<file path="src/ssd_pkg.sv">
// Constants for the status and channel-3 divider register bank
package ssd_pkg;

  // ==========================================================
  // Register indexes (byte address is four times the index)
  localparam logic [5:0] IDX_RES_BASE = 6'h00;
  localparam logic [5:0] IDX_DIV = 6'h17;
  localparam logic [5:0] IDX_STAT = 6'h18;
  localparam logic [5:0] IDX_ROUTE = 6'h19;
  localparam logic [5:0] IDX_CFG = 6'h1A;
  localparam logic [5:0] IDX_MUX = 6'h1B;

  // ==========================================================
  // Divider register fields
  localparam int FIN_LSB = 12;
  localparam int FIN_MSB = 15;
  localparam int FREF_LSB = 0;
  localparam int FREF_MSB = 9;

  // ==========================================================
  // Status register fields
  localparam int ST_CHAN_LSB = 14;
  localparam int ST_ERR_LSB = 8;
  localparam int ST_RDY = 6;

  // ==========================================================
  // Routing and configuration fields
  localparam int ROUTE_ERR_LSB = 2;
  localparam int ROUTE_RDY = 0;
  localparam int CFG_CHAN_LSB = 14;
  localparam int MUX_SEQ = 15;
  localparam int MUX_LAST_LSB = 0;

  // ==========================================================
  // Values after reset
  localparam logic [15:0] DIV_RST = 16'h0000;
  localparam logic [15:0] ROUTE_RST = 16'h0000;
  localparam logic [15:0] CFG_RST = 16'h2000;
  localparam logic [15:0] MUX_RST = 16'h0000;
  localparam logic [5:0] ERR_RST = 6'h00;
  localparam logic [3:0] FIN_CNT_RST = 4'h0;
  localparam logic [9:0] REF_CNT_RST = 10'h000;

  // ==========================================================
  // Bus answers and result layout
  localparam logic [1:0] RESP_OKAY = 2'h0;
  localparam logic [1:0] RESP_DECERR = 2'h3;
  localparam int RES_W = 28;
  localparam int RES_SPLIT = 16;

endpackage

</file>
<file path="src/ssd_regs_top.sv">
// Status, routing and channel-3 divider register bank with AXI4-Lite
`timescale 1ns/10ps

module ssd_regs_top (
  input wire logic clk_i,
  input wire logic rst_n_i,
  input wire logic [7:0] s_axi_awaddr_i,
  input wire logic s_axi_awvalid_i,
  output logic s_axi_awready_o,
  input wire logic [31:0] s_axi_wdata_i,
  input wire logic [3:0] s_axi_wstrb_i,
  input wire logic s_axi_wvalid_i,
  output logic s_axi_wready_o,
  output logic [1:0] s_axi_bresp_o,
  output logic s_axi_bvalid_o,
  input wire logic s_axi_bready_i,
  input wire logic [7:0] s_axi_araddr_i,
  input wire logic s_axi_arvalid_i,
  output logic s_axi_arready_o,
  output logic [31:0] s_axi_rdata_o,
  output logic [1:0] s_axi_rresp_o,
  output logic s_axi_rvalid_o,
  input wire logic s_axi_rready_i,
  input wire logic [5:0] err_evt_i,
  input wire logic [1:0] err_chan_i,
  input wire logic [3:0] conv_done_i,
  input wire logic [27:0] conv_data_i,
  input wire logic sensor_clk_i,
  output logic fin_tick_o,
  output logic ref_tick_o,
  output logic interrupt_out_n_o
);

  // ==========================================================
  // Helpers
  function automatic logic is_idx(input logic [7:0] addr,
                                  input logic [5:0] idx);
    is_idx = (addr[7:2] == idx);
  endfunction

  function automatic logic [3:0] act_mask(input logic seq,
                                          input logic [1:0] last,
                                          input logic [1:0] chan);
    logic [3:0] m;
    m = 4'h0;
    if (seq) begin
      // Sequence always covers channel 0 up to the last one, at least two
      m = (last == 2'h3) ? 4'hF : (last == 2'h2) ? 4'h7 : 4'h3;
    end else begin
      m = 4'h1 << chan;
    end
    act_mask = m;
  endfunction

  // ==========================================================
  // State
  logic [15:0] div_r, route_r, cfg_r, mux_r;
  logic [5:0] err_r, err_nxt;
  logic [1:0] echan_r, echan_nxt;
  logic rdy_r, rdy_nxt;
  logic [3:0] fresh_r, fresh_nxt;
  logic [3:0] unread_r;
  logic [ssd_pkg::RES_W-1:0] res_mem_r [4];
  logic aw_held_r, w_held_r, bvalid_r, awready_r, wready_r, arready_r;
  logic rvalid_r;
  logic [7:0] awaddr_r;
  logic [31:0] wdata_r, rdata_r;
  logic [3:0] wstrb_r;
  logic [1:0] bresp_r, rresp_r;
  logic sens_s1_r, sens_s2_r, sens_s3_r;
  logic [3:0] fin_cnt_r;
  logic [9:0] ref_cnt_r;
  logic fin_tick_r, ref_tick_r, int_n_r;

  // ==========================================================
  // Bus decode
  wire aw_hs = s_axi_awvalid_i & awready_r;
  wire w_hs = s_axi_wvalid_i & wready_r;
  wire ar_hs = s_axi_arvalid_i & arready_r;
  wire commit = aw_held_r & w_held_r & ~bvalid_r;
  wire aw_held_nxt = (aw_held_r | aw_hs) & ~commit;
  wire w_held_nxt = (w_held_r | w_hs) & ~commit;
  wire bvalid_nxt = commit | (bvalid_r & ~s_axi_bready_i);
  wire rvalid_nxt = ar_hs | (rvalid_r & ~s_axi_rready_i);
  wire wr_div = commit & is_idx(awaddr_r, ssd_pkg::IDX_DIV);
  wire wr_route = commit & is_idx(awaddr_r, ssd_pkg::IDX_ROUTE);
  wire wr_cfg = commit & is_idx(awaddr_r, ssd_pkg::IDX_CFG);
  wire wr_mux = commit & is_idx(awaddr_r, ssd_pkg::IDX_MUX);
  wire [7:0] ra = s_axi_araddr_i;
  wire rd_res = (ra[7:5] == 3'h0);
  wire rd_map = rd_res | is_idx(ra, ssd_pkg::IDX_DIV)
                | is_idx(ra, ssd_pkg::IDX_STAT)
                | is_idx(ra, ssd_pkg::IDX_ROUTE)
                | is_idx(ra, ssd_pkg::IDX_CFG)
                | is_idx(ra, ssd_pkg::IDX_MUX);
  wire wr_map = (awaddr_r[7:5] == 3'h0)
                | is_idx(awaddr_r, ssd_pkg::IDX_DIV)
                | is_idx(awaddr_r, ssd_pkg::IDX_STAT)
                | is_idx(awaddr_r, ssd_pkg::IDX_ROUTE)
                | is_idx(awaddr_r, ssd_pkg::IDX_CFG)
                | is_idx(awaddr_r, ssd_pkg::IDX_MUX);
  wire stat_rd = ar_hs & is_idx(ra, ssd_pkg::IDX_STAT);
  wire [1:0] rd_chan = ra[4:3];
  wire upper_rd = ar_hs & rd_res & ~ra[2];
  wire lower_rd = ar_hs & rd_res & ra[2];

  // Byte-lane merge; bits 31:16 never exist so lanes 2 and 3 are dropped
  wire [15:0] wmask = {{8{wstrb_r[1]}}, {8{wstrb_r[0]}}};
  wire [15:0] wval = wdata_r[15:0];

  // ==========================================================
  // Mode and routing decode
  wire seq_mode = mux_r[ssd_pkg::MUX_SEQ];
  wire [1:0] act_chan = cfg_r[ssd_pkg::CFG_CHAN_LSB +: 2];
  wire [3:0] amask = act_mask(seq_mode, mux_r[ssd_pkg::MUX_LAST_LSB +: 2],
                              act_chan);
  wire chan_act = amask[err_chan_i];
  wire [5:0] err_set = err_evt_i & {6{chan_act}}
                       & route_r[ssd_pkg::ROUTE_ERR_LSB +: 6];
  // clear by status or source upper read
  wire err_clr = stat_rd | (upper_rd & (rd_chan == echan_r));
  wire [3:0] done_act = conv_done_i & amask;
  wire route_rdy = route_r[ssd_pkg::ROUTE_RDY];

  // ==========================================================
  // Status next-state; a set in the clearing cycle wins
  always_comb begin
    err_nxt = (err_r & {6{~err_clr}}) | err_set;
    echan_nxt = (|err_set) ? err_chan_i : echan_r;
    fresh_nxt = fresh_r | done_act;
    rdy_nxt = rdy_r & ~stat_rd;
    if (!seq_mode) begin
      fresh_nxt = 4'h0;
      if ((|done_act) && route_rdy) begin
        rdy_nxt = 1'b1;
      end
    end else if ((fresh_nxt & amask) == amask) begin
      // ready once all active channels fresh
      fresh_nxt = 4'h0;
      // ready flag routed only when enabled
      if (route_rdy) begin
        rdy_nxt = 1'b1;
      end
    end
  end

  wire [15:0] stat_val = {echan_r, err_r, 1'b0, rdy_r, 2'h0,
                          unread_r[0], unread_r[1], unread_r[2],
                          unread_r[3]};

  // ==========================================================
  // Read data mux; result words sit low, upper bits zero
  logic [31:0] rd_val;
  always_comb begin
    rd_val = 32'h0000_0000;
    if (rd_res && !ra[2]) begin
      rd_val = {20'h00000,
                res_mem_r[rd_chan][ssd_pkg::RES_W-1:ssd_pkg::RES_SPLIT]};
    end else if (rd_res) begin
      rd_val = {16'h0000, res_mem_r[rd_chan][ssd_pkg::RES_SPLIT-1:0]};
    end else if (is_idx(ra, ssd_pkg::IDX_DIV)) begin
      rd_val = {16'h0000, div_r};
    end else if (is_idx(ra, ssd_pkg::IDX_STAT)) begin
      rd_val = {16'h0000, stat_val};
    end else if (is_idx(ra, ssd_pkg::IDX_ROUTE)) begin
      rd_val = {16'h0000, route_r};
    end else if (is_idx(ra, ssd_pkg::IDX_CFG)) begin
      rd_val = {16'h0000, cfg_r};
    end else if (is_idx(ra, ssd_pkg::IDX_MUX)) begin
      rd_val = {16'h0000, mux_r};
    end
  end

  // ==========================================================
  // Write channel handshakes; one write in flight at a time
  always_ff @(posedge clk_i) begin
    if (!rst_n_i) begin
      aw_held_r <= 1'b0;
      w_held_r <= 1'b0;
      bvalid_r <= 1'b0;
      awready_r <= 1'b0;
      wready_r <= 1'b0;
      bresp_r <= ssd_pkg::RESP_OKAY;
      awaddr_r <= 8'h00;
      wdata_r <= 32'h0000_0000;
      wstrb_r <= 4'h0;
    end else begin
      aw_held_r <= aw_held_nxt;
      w_held_r <= w_held_nxt;
      bvalid_r <= bvalid_nxt;
      awready_r <= ~aw_held_nxt & ~bvalid_nxt & ~aw_hs;
      wready_r <= ~w_held_nxt & ~bvalid_nxt & ~w_hs;
      if (aw_hs) begin
        awaddr_r <= s_axi_awaddr_i;
      end
      if (w_hs) begin
        wdata_r <= s_axi_wdata_i;
        wstrb_r <= s_axi_wstrb_i;
      end
      if (commit) begin
        bresp_r <= wr_map ? ssd_pkg::RESP_OKAY : ssd_pkg::RESP_DECERR;
      end
    end
  end

  // ==========================================================
  // Read channel; data captured before the read's own side effects
  always_ff @(posedge clk_i) begin
    if (!rst_n_i) begin
      rvalid_r <= 1'b0;
      arready_r <= 1'b0;
      rdata_r <= 32'h0000_0000;
      rresp_r <= ssd_pkg::RESP_OKAY;
    end else begin
      rvalid_r <= rvalid_nxt;
      arready_r <= ~rvalid_nxt;
      if (ar_hs) begin
        rdata_r <= rd_val;
        rresp_r <= rd_map ? ssd_pkg::RESP_OKAY : ssd_pkg::RESP_DECERR;
      end
    end
  end

  // ==========================================================
  // Writable registers; status and results ignore writes
  always_ff @(posedge clk_i) begin
    if (!rst_n_i) begin
      div_r <= ssd_pkg::DIV_RST;
      route_r <= ssd_pkg::ROUTE_RST;
      cfg_r <= ssd_pkg::CFG_RST;
      mux_r <= ssd_pkg::MUX_RST;
    end else begin
      if (wr_div) div_r <= (div_r & ~wmask) | (wval & wmask);
      if (wr_route) route_r <= (route_r & ~wmask) | (wval & wmask);
      if (wr_cfg) cfg_r <= (cfg_r & ~wmask) | (wval & wmask);
      if (wr_mux) mux_r <= (mux_r & ~wmask) | (wval & wmask);
    end
  end

  // ==========================================================
  // Status flags and interrupt level
  always_ff @(posedge clk_i) begin
    if (!rst_n_i) begin
      err_r <= ssd_pkg::ERR_RST;
      echan_r <= 2'h0;
      rdy_r <= 1'b0;
      fresh_r <= 4'h0;
      int_n_r <= 1'b1;
    end else begin
      err_r <= err_nxt;
      echan_r <= echan_nxt;
      rdy_r <= rdy_nxt;
      fresh_r <= fresh_nxt;
      int_n_r <= ~((|err_nxt) | rdy_nxt);
    end
  end

  // ==========================================================
  // Per-channel result store and unread flags
  genvar g;
  generate
    for (g = 0; g < 4; g++) begin : g_chan
      wire lower_hit = lower_rd & (rd_chan == 2'(g));
      always_ff @(posedge clk_i) begin
        if (!rst_n_i) begin
          unread_r[g] <= 1'b0;
          res_mem_r[g] <= '0;
        end else begin
          // set on store wins over read
          unread_r[g] <= conv_done_i[g] | (unread_r[g] & ~lower_hit);
          if (conv_done_i[g]) res_mem_r[g] <= conv_data_i;
        end
      end
    end
  endgenerate

  // ==========================================================
  // Sensor edge sync; 10 MHz sampling bounds the usable sensor rate
  always_ff @(posedge clk_i) begin
    if (!rst_n_i) begin
      sens_s1_r <= 1'b0;
      sens_s2_r <= 1'b0;
      sens_s3_r <= 1'b0;
    end else begin
      sens_s1_r <= sensor_clk_i;
      sens_s2_r <= sens_s1_r;
      sens_s3_r <= sens_s2_r;
    end
  end

  wire sens_rise = sens_s2_r & ~sens_s3_r;
  wire [3:0] fin_div = div_r[ssd_pkg::FIN_MSB:ssd_pkg::FIN_LSB];
  wire [9:0] ref_div = div_r[ssd_pkg::FREF_MSB:ssd_pkg::FREF_LSB];
  wire [3:0] fin_inc = fin_cnt_r + 4'h1;
  wire [9:0] ref_inc = ref_cnt_r + 10'h001;
  wire fin_wrap = sens_rise & (fin_div != 4'h0) & (fin_inc >= fin_div);
  wire ref_wrap = (ref_div != 10'h000) & (ref_inc >= ref_div);

  // ==========================================================
  // Dividers; zero divisor is reserved and stops the tick
  always_ff @(posedge clk_i) begin
    if (!rst_n_i) begin
      fin_cnt_r <= ssd_pkg::FIN_CNT_RST;
      ref_cnt_r <= ssd_pkg::REF_CNT_RST;
      fin_tick_r <= 1'b0;
      ref_tick_r <= 1'b0;
    end else begin
      if (sens_rise) fin_cnt_r <= fin_wrap ? 4'h0 : fin_inc;
      fin_tick_r <= fin_wrap;
      ref_cnt_r <= ref_wrap ? 10'h000 : ref_inc;
      ref_tick_r <= ref_wrap;
    end
  end

  // ==========================================================
  // Outputs
  assign s_axi_awready_o = awready_r;
  assign s_axi_wready_o = wready_r;
  assign s_axi_bvalid_o = bvalid_r;
  assign s_axi_bresp_o = bresp_r;
  assign s_axi_arready_o = arready_r;
  assign s_axi_rvalid_o = rvalid_r;
  assign s_axi_rdata_o = rdata_r;
  assign s_axi_rresp_o = rresp_r;
  assign fin_tick_o = fin_tick_r;
  assign ref_tick_o = ref_tick_r;
  assign interrupt_out_n_o = int_n_r;
endmodule
</file>
<file path="config.mk">
export PLATFORM = sky130hd
export DESIGN_NAME = ssd_regs_top
export DESIGN_NICKNAME = d
export VERILOG_FILES = /design/src/ssd_pkg.sv /design/src/ssd_regs_top.sv
export SDC_FILE = /design/constraint.sdc
export NUM_CORES = 1
export LEC_CHECK = 0
export BUFFER_PORTS_ARGS = -buffer_cell sky130_fd_sc_hd__buf_2
export CELL_PAD_IN_SITES_DETAIL_PLACEMENT = 1
export CELL_PAD_IN_SITES_GLOBAL_PLACEMENT = 2
export CORE_MARGIN = 1
export CORE_UTILIZATION = 42
export CTS_CLUSTER_DIAMETER = 80
export DETAILED_ROUTE_END_ITERATION = 7
export GPL_TIMING_DRIVEN = 0
export PLACE_DENSITY = 0.93
export RECOVER_POWER = 50
export SYNTH_ARGS = -nofsm -noshare
export SYNTH_HDL_FRONTEND = slang
export SYNTH_SLANG_ARGS = --single-unit
export TNS_END_PERCENT = 5
</file>
<file path="constraint.sdc">
create_clock -name clk_i -period 4.1 [get_ports clk_i]
set_input_delay 0.41 -clock clk_i [delete_from_list [all_inputs] [get_ports clk_i]]
set_output_delay 0.41 -clock clk_i [all_outputs]
set_load 0.005 [all_outputs]
</file>
==> results of run 1 <==
## metal layers
layer	part of all wire, %	global-route usage, %
met2	47	41.38
met5	0.077	0
met4	2.8	9.045
met3	6.3	4.188
met1	44	34.84
## cells in the final DEF, fill, tap and decap left out, types with 5 or more instances in the layout
master / netlist / final
clkbuf_8: 0 / 5
a21boi_0: 27 / 28
nand3_1: 19 / 19
buf_2: 9 / 85
buf_4: 22 / 20
a21o_1: 7 / 7
clkinv_2: 0 / 6
and2_1: 11 / 9
a221oi_1: 13 / 13
clkbuf_1: 54 / 79
nand2b_1: 13 / 9
mux2i_1: 70 / 70
clkbuf_16: 0 / 29
and3_1: 125 / 125
a21oi_1: 27 / 27
nor2b_1: 87 / 87
o21ai_0: 25 / 25
nand2_1: 75 / 76
nor2_1: 24 / 25
mux2_2: 14 / 11
ha_1: 16 / 16
o21a_1: 5 / 5
mux4_2: 38 / 38
dfxtp_1: 150 / 150
inv_1: 20 / 20
edfxtp_1: 112 / 112
xnor2_1: 8 / 8
conb_1: 1 / 16
xor2_1: 6 / 6
## critical path: cells and delay by family, from the launching register on
| kind | cells | cell delay (ps) |
|---|---|---|
| AO/OA/AOI/OAI | 2 | 970 |
| XOR/XNOR | 1 | 230 |
| adder cells (fa/ha/maj) | 1 | 180 |
| buffers and inverters | 1 | 130 |
| flip-flops | 1 | 430 |
| AND/OR/NAND/NOR | 4 | 580 |
## where the power goes
| group | internal [mW] | total (mW) | switching, mW |
|---|---|---|---|
| combinational | 0.212 | 0.509 | 0.297 |
| sequential | 2.85 | 2.92 | 0.0717 |
| clock | 1.57 | 2.67 | 1.10 |
## final cells by class
cell class              count  area [sq um]
well taps                 378         473.0
multi-input cells         692          5275
plain buffers              89         431.7
clock buffers              36         802.0
clock inverters            17         165.2
fillers                  3085         14020
inverters                  20         75.07
flip-flops and latches    262          6366
repair buffers            100         475.5
## cells by family after synthesis
kind of cell / after synthesis / synth area share, %
AOI/OAI and AO/OA: 137 / 7.854
xor gates and xnor gates: 14 / 1.014
adders and majority gates: 16 / 1.656
buffers and inverters: 109 / 4.232
DFF: 262 / 52.65
muxes: 122 / 14.18
other: 1 / 0.03101
and+or+nand+nor: 387 / 18.39
## worst max-delay path by stage
stage | from | to | slack (ps) | cells past startpoint
after floorplan | ref_cnt_r[2]$_SDFF_PP0_ | ref_cnt_r[2]$_SDFF_PP0_ | 1970 | 11
after detailed placement | ref_cnt_r[2]$_SDFF_PP0_ | ref_cnt_r[2]$_SDFF_PP0_ | 1470 | 9
final | ref_cnt_r[2]$_SDFF_PP0_ | ref_cnt_r[2]$_SDFF_PP0_ | 1400 | 9
after global routing | ref_cnt_r[2]$_SDFF_PP0_ | ref_cnt_r[2]$_SDFF_PP0_ | 1210 | 11
after CTS | ref_cnt_r[2]$_SDFF_PP0_ | ref_cnt_r[2]$_SDFF_PP0_ | 1430 | 11
after global placement | rst_n_i | res_mem_r[0][9]$_SDFFCE_PN0P_ | 1090 | 3
==> run_results.csv, run 1 <==
group,metric,value,unit
status,status,"complete, no violations",
synthesis,seq_area_frac_synth,52.65,%
clock_tree,htreeDepth,1,
cells_and_area,drive_above_1_share,18.50,%
place,placedInstanceArea,0.01313,sq mm
place,placed_cells,1541,
setup_path,rr_worst_depth,9,
detailed_routing,dr.pass1.iters,7,
clock_tree,cts_tree,"built",
global_route,grt_start_max_net_pins,29,
power,irDropWorstVdd,0.3758,mV
power,finalPower,6.105,mW
cells_and_area,final_net_count,1310,
timing,slew_headroom,40.27,%
setup_path,crit_arrival,3110,ps
synthesis,syn_inst,1048,
synthesis,synth_edf_count,112,
hold_path,min_from,"sensor_clk_i",
synthesis,async_flop_share,0,%
synthesis,synth-main-ff-cell,"dfxtp_1",
setup_path,path_class,"register to register",
timing,final-max-slew-violation-count,0,
place,port_buffers,100,
hold_path,whs_path_depth,2,
synthesis,ys_top_cells_by_count,"dfxtp_1 (150), and3_1 (125), edfxtp_1 (112)",
timing,worst_slack,1398,ps
setup_path,crit_fanout,10,
global_route,gr-total-overflow,0,
timing,clock.fmax,370.0,MHz
synthesis,yosysMostFrequentCell,"dfxtp_1",
setup_path,reg2reg_from,"ref_cnt_r[2]$_SDFF_PP0_",
die,io_pins,144,
timing,finalSetupViolCount,0,
timing,finalHoldViolCount,0,
synthesis,netlist_top_cells_area,"edfxtp_1 (28%), dfxtp_1 (25%), mux4_2 (7.1%)",
cells_and_area,antenna_cells,0,
cells_and_area,layoutNonFillerInstCount,1594,
detailed_routing,wl_per_cell,23.49,um
setup_path,slowest_delay,650,ps
cells_and_area,utilization,50.07,%
synthesis,yosys_warnings,0,
synthesis,syn_avg_cell_area,11.54,sq um
place,dp_hpwl,26630,um
timing,rsz0062_at_grt,"no",
place,pre_cts_ws,1474,ps
die,placementRows,61,
detailed_routing,antenna_left,0,
global_route,antenna_found_initial,2,
die,die_x,171.7,um
timing,clock_skew,18.11,ps
timing,fin_crit,2702,ps
synthesis,netlist.area_leader.share,27.81,%
clock_tree,cts_root_buffer,"clkbuf_16",
setup_path,endpoint_kind,"register",
die,core-area,0.02809,sq mm
setup_path,cp_cell_sequence,"nand3_1, inv_1, and3_1, xor2_1, ha_1, nand4_1, o31a_1, o21ai_1, nor2b_1",
die,die_h,171.7,um
timing,fin_setup_tns,0,ps
global_route,first_global_vias,9210,
detailed_routing,routed_wl,37440,um
global_route,grt_usage,25.67,%
detailed_routing,drc_errors,0,
clock_tree,cts_sinks,262,
place,place_congestion,0.8384,
die,initial_utilization,43.05,%
clock_tree,cts_hold_buf,0,
hold_path,holdPathEnd,"sens_s1_r$_SDFF_PN0_",
timing,fin_crit_sh,65.91,%
hold_path,min_path_type,"primary input to register",
synthesis,yosysTopAreaCell,"edfxtp_1",
setup_path,r2r-end,"ref_cnt_r[2]$_SDFF_PP0_",
clock_tree,cts_buffer_depth,3,
synthesis,synth_area,0.01209,sq mm
cells_and_area,stdcell_area,0.01406,sq mm
synthesis,postSynthRegisterBits,262,
synthesis,synth.distinct_cells,69,
power,power.density,434.1,mW/mm^2
detailed_routing,via_per_inst,5.678,
setup_path,rrSetupSlack,1400,ps
detailed_routing,drt_iter0_drc,737,
setup_path,critPathLaunchType,"register",
setup_path,crit_slowest_cell,"o21ai_1",
global_route,grt_first_pass_wirelength,56110,um
clock_tree,post_cts_buffers,0,
die,die_area,0.02947,sq mm
power,p_leak,5.938,nW
clock_tree,insertion_delay,560,ps
detailed_routing,vias,9051,
run,drv_cap,0,
timing,whs,56.66,ps
clock_tree,cts_resized,0,
cells_and_area,synthToLayoutAreaGrowth,16.31,%
setup_path,required,4510,ps
clock_tree,cts_made_buffers,29,
timing,worstMarginPinSlew,896.0,ps
clock_tree,clkTransAtPathRegs,60,ps
(Power assumes the default switching activity.)
==> run 2: changes to the inputs <==
--- a/config.mk
+++ b/config.mk
@@ -9,11 +9,11 @@
 export CELL_PAD_IN_SITES_DETAIL_PLACEMENT = 1
 export CELL_PAD_IN_SITES_GLOBAL_PLACEMENT = 2
 export CORE_MARGIN = 1
-export CORE_UTILIZATION = 42
+export CORE_UTILIZATION = 39
 export CTS_CLUSTER_DIAMETER = 80
 export DETAILED_ROUTE_END_ITERATION = 7
 export GPL_TIMING_DRIVEN = 0
-export PLACE_DENSITY = 0.93
+export PLACE_DENSITY = 0.88
 export RECOVER_POWER = 50
 export SYNTH_ARGS = -nofsm -noshare
 export SYNTH_HDL_FRONTEND = slang
==> constraint.sdc (replaced) <==
create_clock -name clk_i -period 2.64 [get_ports clk_i]
set_input_delay 0.264 -clock clk_i [delete_from_list [all_inputs] [get_ports clk_i]]
set_output_delay 0.264 -clock clk_i [all_outputs]
set_load 0.005 [all_outputs]
==> run 2 against run 1 <==
  * Worst hold slack worse by 33 ps
  * Die area is 7.6% higher
  * Critical path depth is 2 higher
  * First-iteration DRC count is 6.2% lower
  * Power is 55% higher
  * Combinational power is 60% higher
  * Wire length hardly changed
  * Global-route usage is 2.0 points lower
  * Cell count is 2.8% higher
  * Core utilization is 3.1 points lower
  * Critical endpoint is now ref_cnt_r[6]$_SDFF_PP0_
  * Largest cell class unchanged
  * Highest routed layer unchanged
==> run_results.csv, run 2 (synthesis results as in run 1) <==
group,metric,value,unit
detailed_routing,vias,9127,
timing,finalHoldViolCount,0,
cells_and_area,stdcell_area,0.01434,sq mm
clock_tree,cts_made_buffers,30,
hold_path,min_path_type,"primary input to register",
run,drv_cap,0,
detailed_routing,drt_iter0_drc,691,
setup_path,cp_cell_sequence,"nand3_1, inv_1, and3_1, xor2_1, ha_1, a21o_1, a21o_1, a21oi_1, o31a_1, o21ai_2, nor2b_1",
setup_path,crit_start,"ref_cnt_r[0]$_SDFF_PP0_",
global_route,grt_first_pass_wirelength,55640,um
detailed_routing,via_per_inst,5.572,
timing,fin_crit,2399,ps
detailed_routing,dr.pass1.iters,5,
die,die_h,178.1,um
timing,slew_headroom,39.21,%
global_route,first_global_vias,9511,
cells_and_area,final_net_count,1336,
setup_path,crit_fanout,10,
cells_and_area,utilization,46.99,%
power,p_leak,6.057,nW
global_route,gr-total-overflow,0,
setup_path,endpoint_kind,"register",
cells_and_area,drive_above_1_share,18.44,%
die,die_area,0.03171,sq mm
cells_and_area,synthToLayoutAreaGrowth,18.56,%
clock_tree,insertion_delay,560,ps
cells_and_area,mostFrequentLayoutCells,"dfxtp_1 (149), and3_1 (125), edfxtp_1 (112)",
timing,finalSetupViolCount,0,
die,core-area,0.03051,sq mm
die,placementRows,64,
setup_path,crit_arrival,2890,ps
setup_path,path_class,"register to register",
detailed_routing,antenna_left,0,
status,status,"complete, no violations",
setup_path,slowest_delay,380,ps
power,combPwrFrac,8.6,%
global_route,antenna_found_initial,3,
clock_tree,htreeDepth,1,
clock_tree,post_cts_buffers,0,
power,p_int,7.177,mW
detailed_routing,drc_errors,0,
clock_tree,cts_root_buffer,"clkbuf_16",
timing,clock_skew,14.05,ps
setup_path,critPathLaunchType,"register",
power,clkPwrFrac,43.4,%
hold_path,min_from,"s_axi_rready_i",
setup_path,crit_slowest_cell,"dfxtp_1",
timing,fin_setup_tns,0,ps
clock_tree,cts_tree,"built",
place,place_congestion,0.8227,
timing,clock.fmax,416.8,MHz
cells_and_area,antenna_cells,0,
clock_tree,cts_buffer_depth,3,
power,sw_frac_of_total,24.07,%
die,initial_utilization,39.63,%
global_route,grt_start_max_net_pins,29,
die,io_pins,144,
clock_tree,cts_sinks,262,
global_route,grt_usage,23.63,%
setup_path,reg2reg_from,"ref_cnt_r[0]$_SDFF_PP0_",
timing,fin_crit_sh,90.88,%
place,dp_hpwl,26600,um
power,p_sw,2.275,mW
power,finalPower,9.452,mW
cells_and_area,final_common_cell,"dfxtp_1",
place,port_buffers,100,
setup_path,required,3130,ps
die,die_x,178.1,um
power,irDropWorstVdd,0.4793,mV
power,power.density,659.3,mW/mm^2
power,seqPwrFrac,48.0,%
detailed_routing,wl_per_cell,22.85,um
setup_path,cpMostUsedCell,"a21o_1",
timing,final-max-slew-violation-count,0,
cells_and_area,fillers,3308,
timing,worstMarginPinSlew,911.9,ps
detailed_routing,routed_wl,37430,um
clock_tree,clkTransAtPathRegs,60,ps
place,placedInstanceArea,0.01315,sq mm
-- run 2: cell types whose count changed in the layout (fill, tap and decap cells not counted), sizes merged --
cell         previous run  this run
dlygate4sd3             0        25
clkinv                 11        16
buf                   109       107
clkinvlp                2         0
clkbuf                116       117
inv                    21        20
-- run 2: power groups by stage --
stage	clock network, mW	logic, mW	registers [mW]
2_1_floorplan	0	0.474	4.57
3_3_place_gp	0	0.762	4.60
3_5_place_dp	0	0.780	4.62
4_1_cts	4.14	0.814	4.54
5_1_grt	4.29	0.874	4.55
6_report	4.10	0.813	4.54
-- run 2: worst paths after layout --
kind | to | slack, ps | cells past startpoint
min reg2reg | sens_s2_r$_SDFF_PN0_ | 460 | 1
min | s_axi_rvalid_o$_SDFF_PN0_ | 20 | 3
max reg2reg | ref_cnt_r[6]$_SDFF_PP0_ | 240 | 11
max | ref_cnt_r[6]$_SDFF_PP0_ | 240 | 11
-- run 2: per-stage QoR --
stage | hold WS (ps) | setup WS [ps] | instances
floorplan | 391.3 | 508.5 | 1063
global placement | 437.0 | -286.1 | 1559
detailed placement | 427.1 | 59.59 | 1559
CTS | 2.989 | 37.91 | 1638
global route | 43.89 | -2.564 | 1638
finish | 23.84 | 240.7 | 1638
-- run 2: per-layer routing --
layer / up-vias / GRT usage [%] / part of all wire [%]
li1: 4141 / - / -
met1: 4618 / 31.44 / 44
met2: 305 / 40.19 / 49
met3: 59 / 3.261 / 5.6
met4: 4 / 6.197 / 2.0
met5: - / 0 / 0.072
-- run 2: layout make-up --
type / instances / area, sq um / area share (%)
Clock buffer: 35 / 779.5 / 5.437
Clock inverter: 19 / 180.2 / 1.257
Tap cell: 396 / 495.5 / 3.456
Timing Repair Buffer: 125 / 726.9 / 5.071
Buffer: 89 / 431.7 / 3.011
Inverter: 20 / 75.07 / 0.5237
Sequential cell: 262 / 6367 / 44.41
Multi-Input combinational cell: 692 / 5280 / 36.83
-- run 2: repair_timing --
item | CTS | global route
setup endpoints to repair | 0 | 10
resized for setup | 0 | 3
hold endpoints to repair | 25 | 0
hold buffers | 25 | 0
-- run 2: worst max-delay path, delay by kind of cell, from the launching register on --
family | cells | cell delay (ps)
compound gates | 5 | 830
xor+xnor | 1 | 220
fa+ha+maj | 1 | 290
buf+inv | 1 | 120
flops | 1 | 380
simple gates | 3 | 490
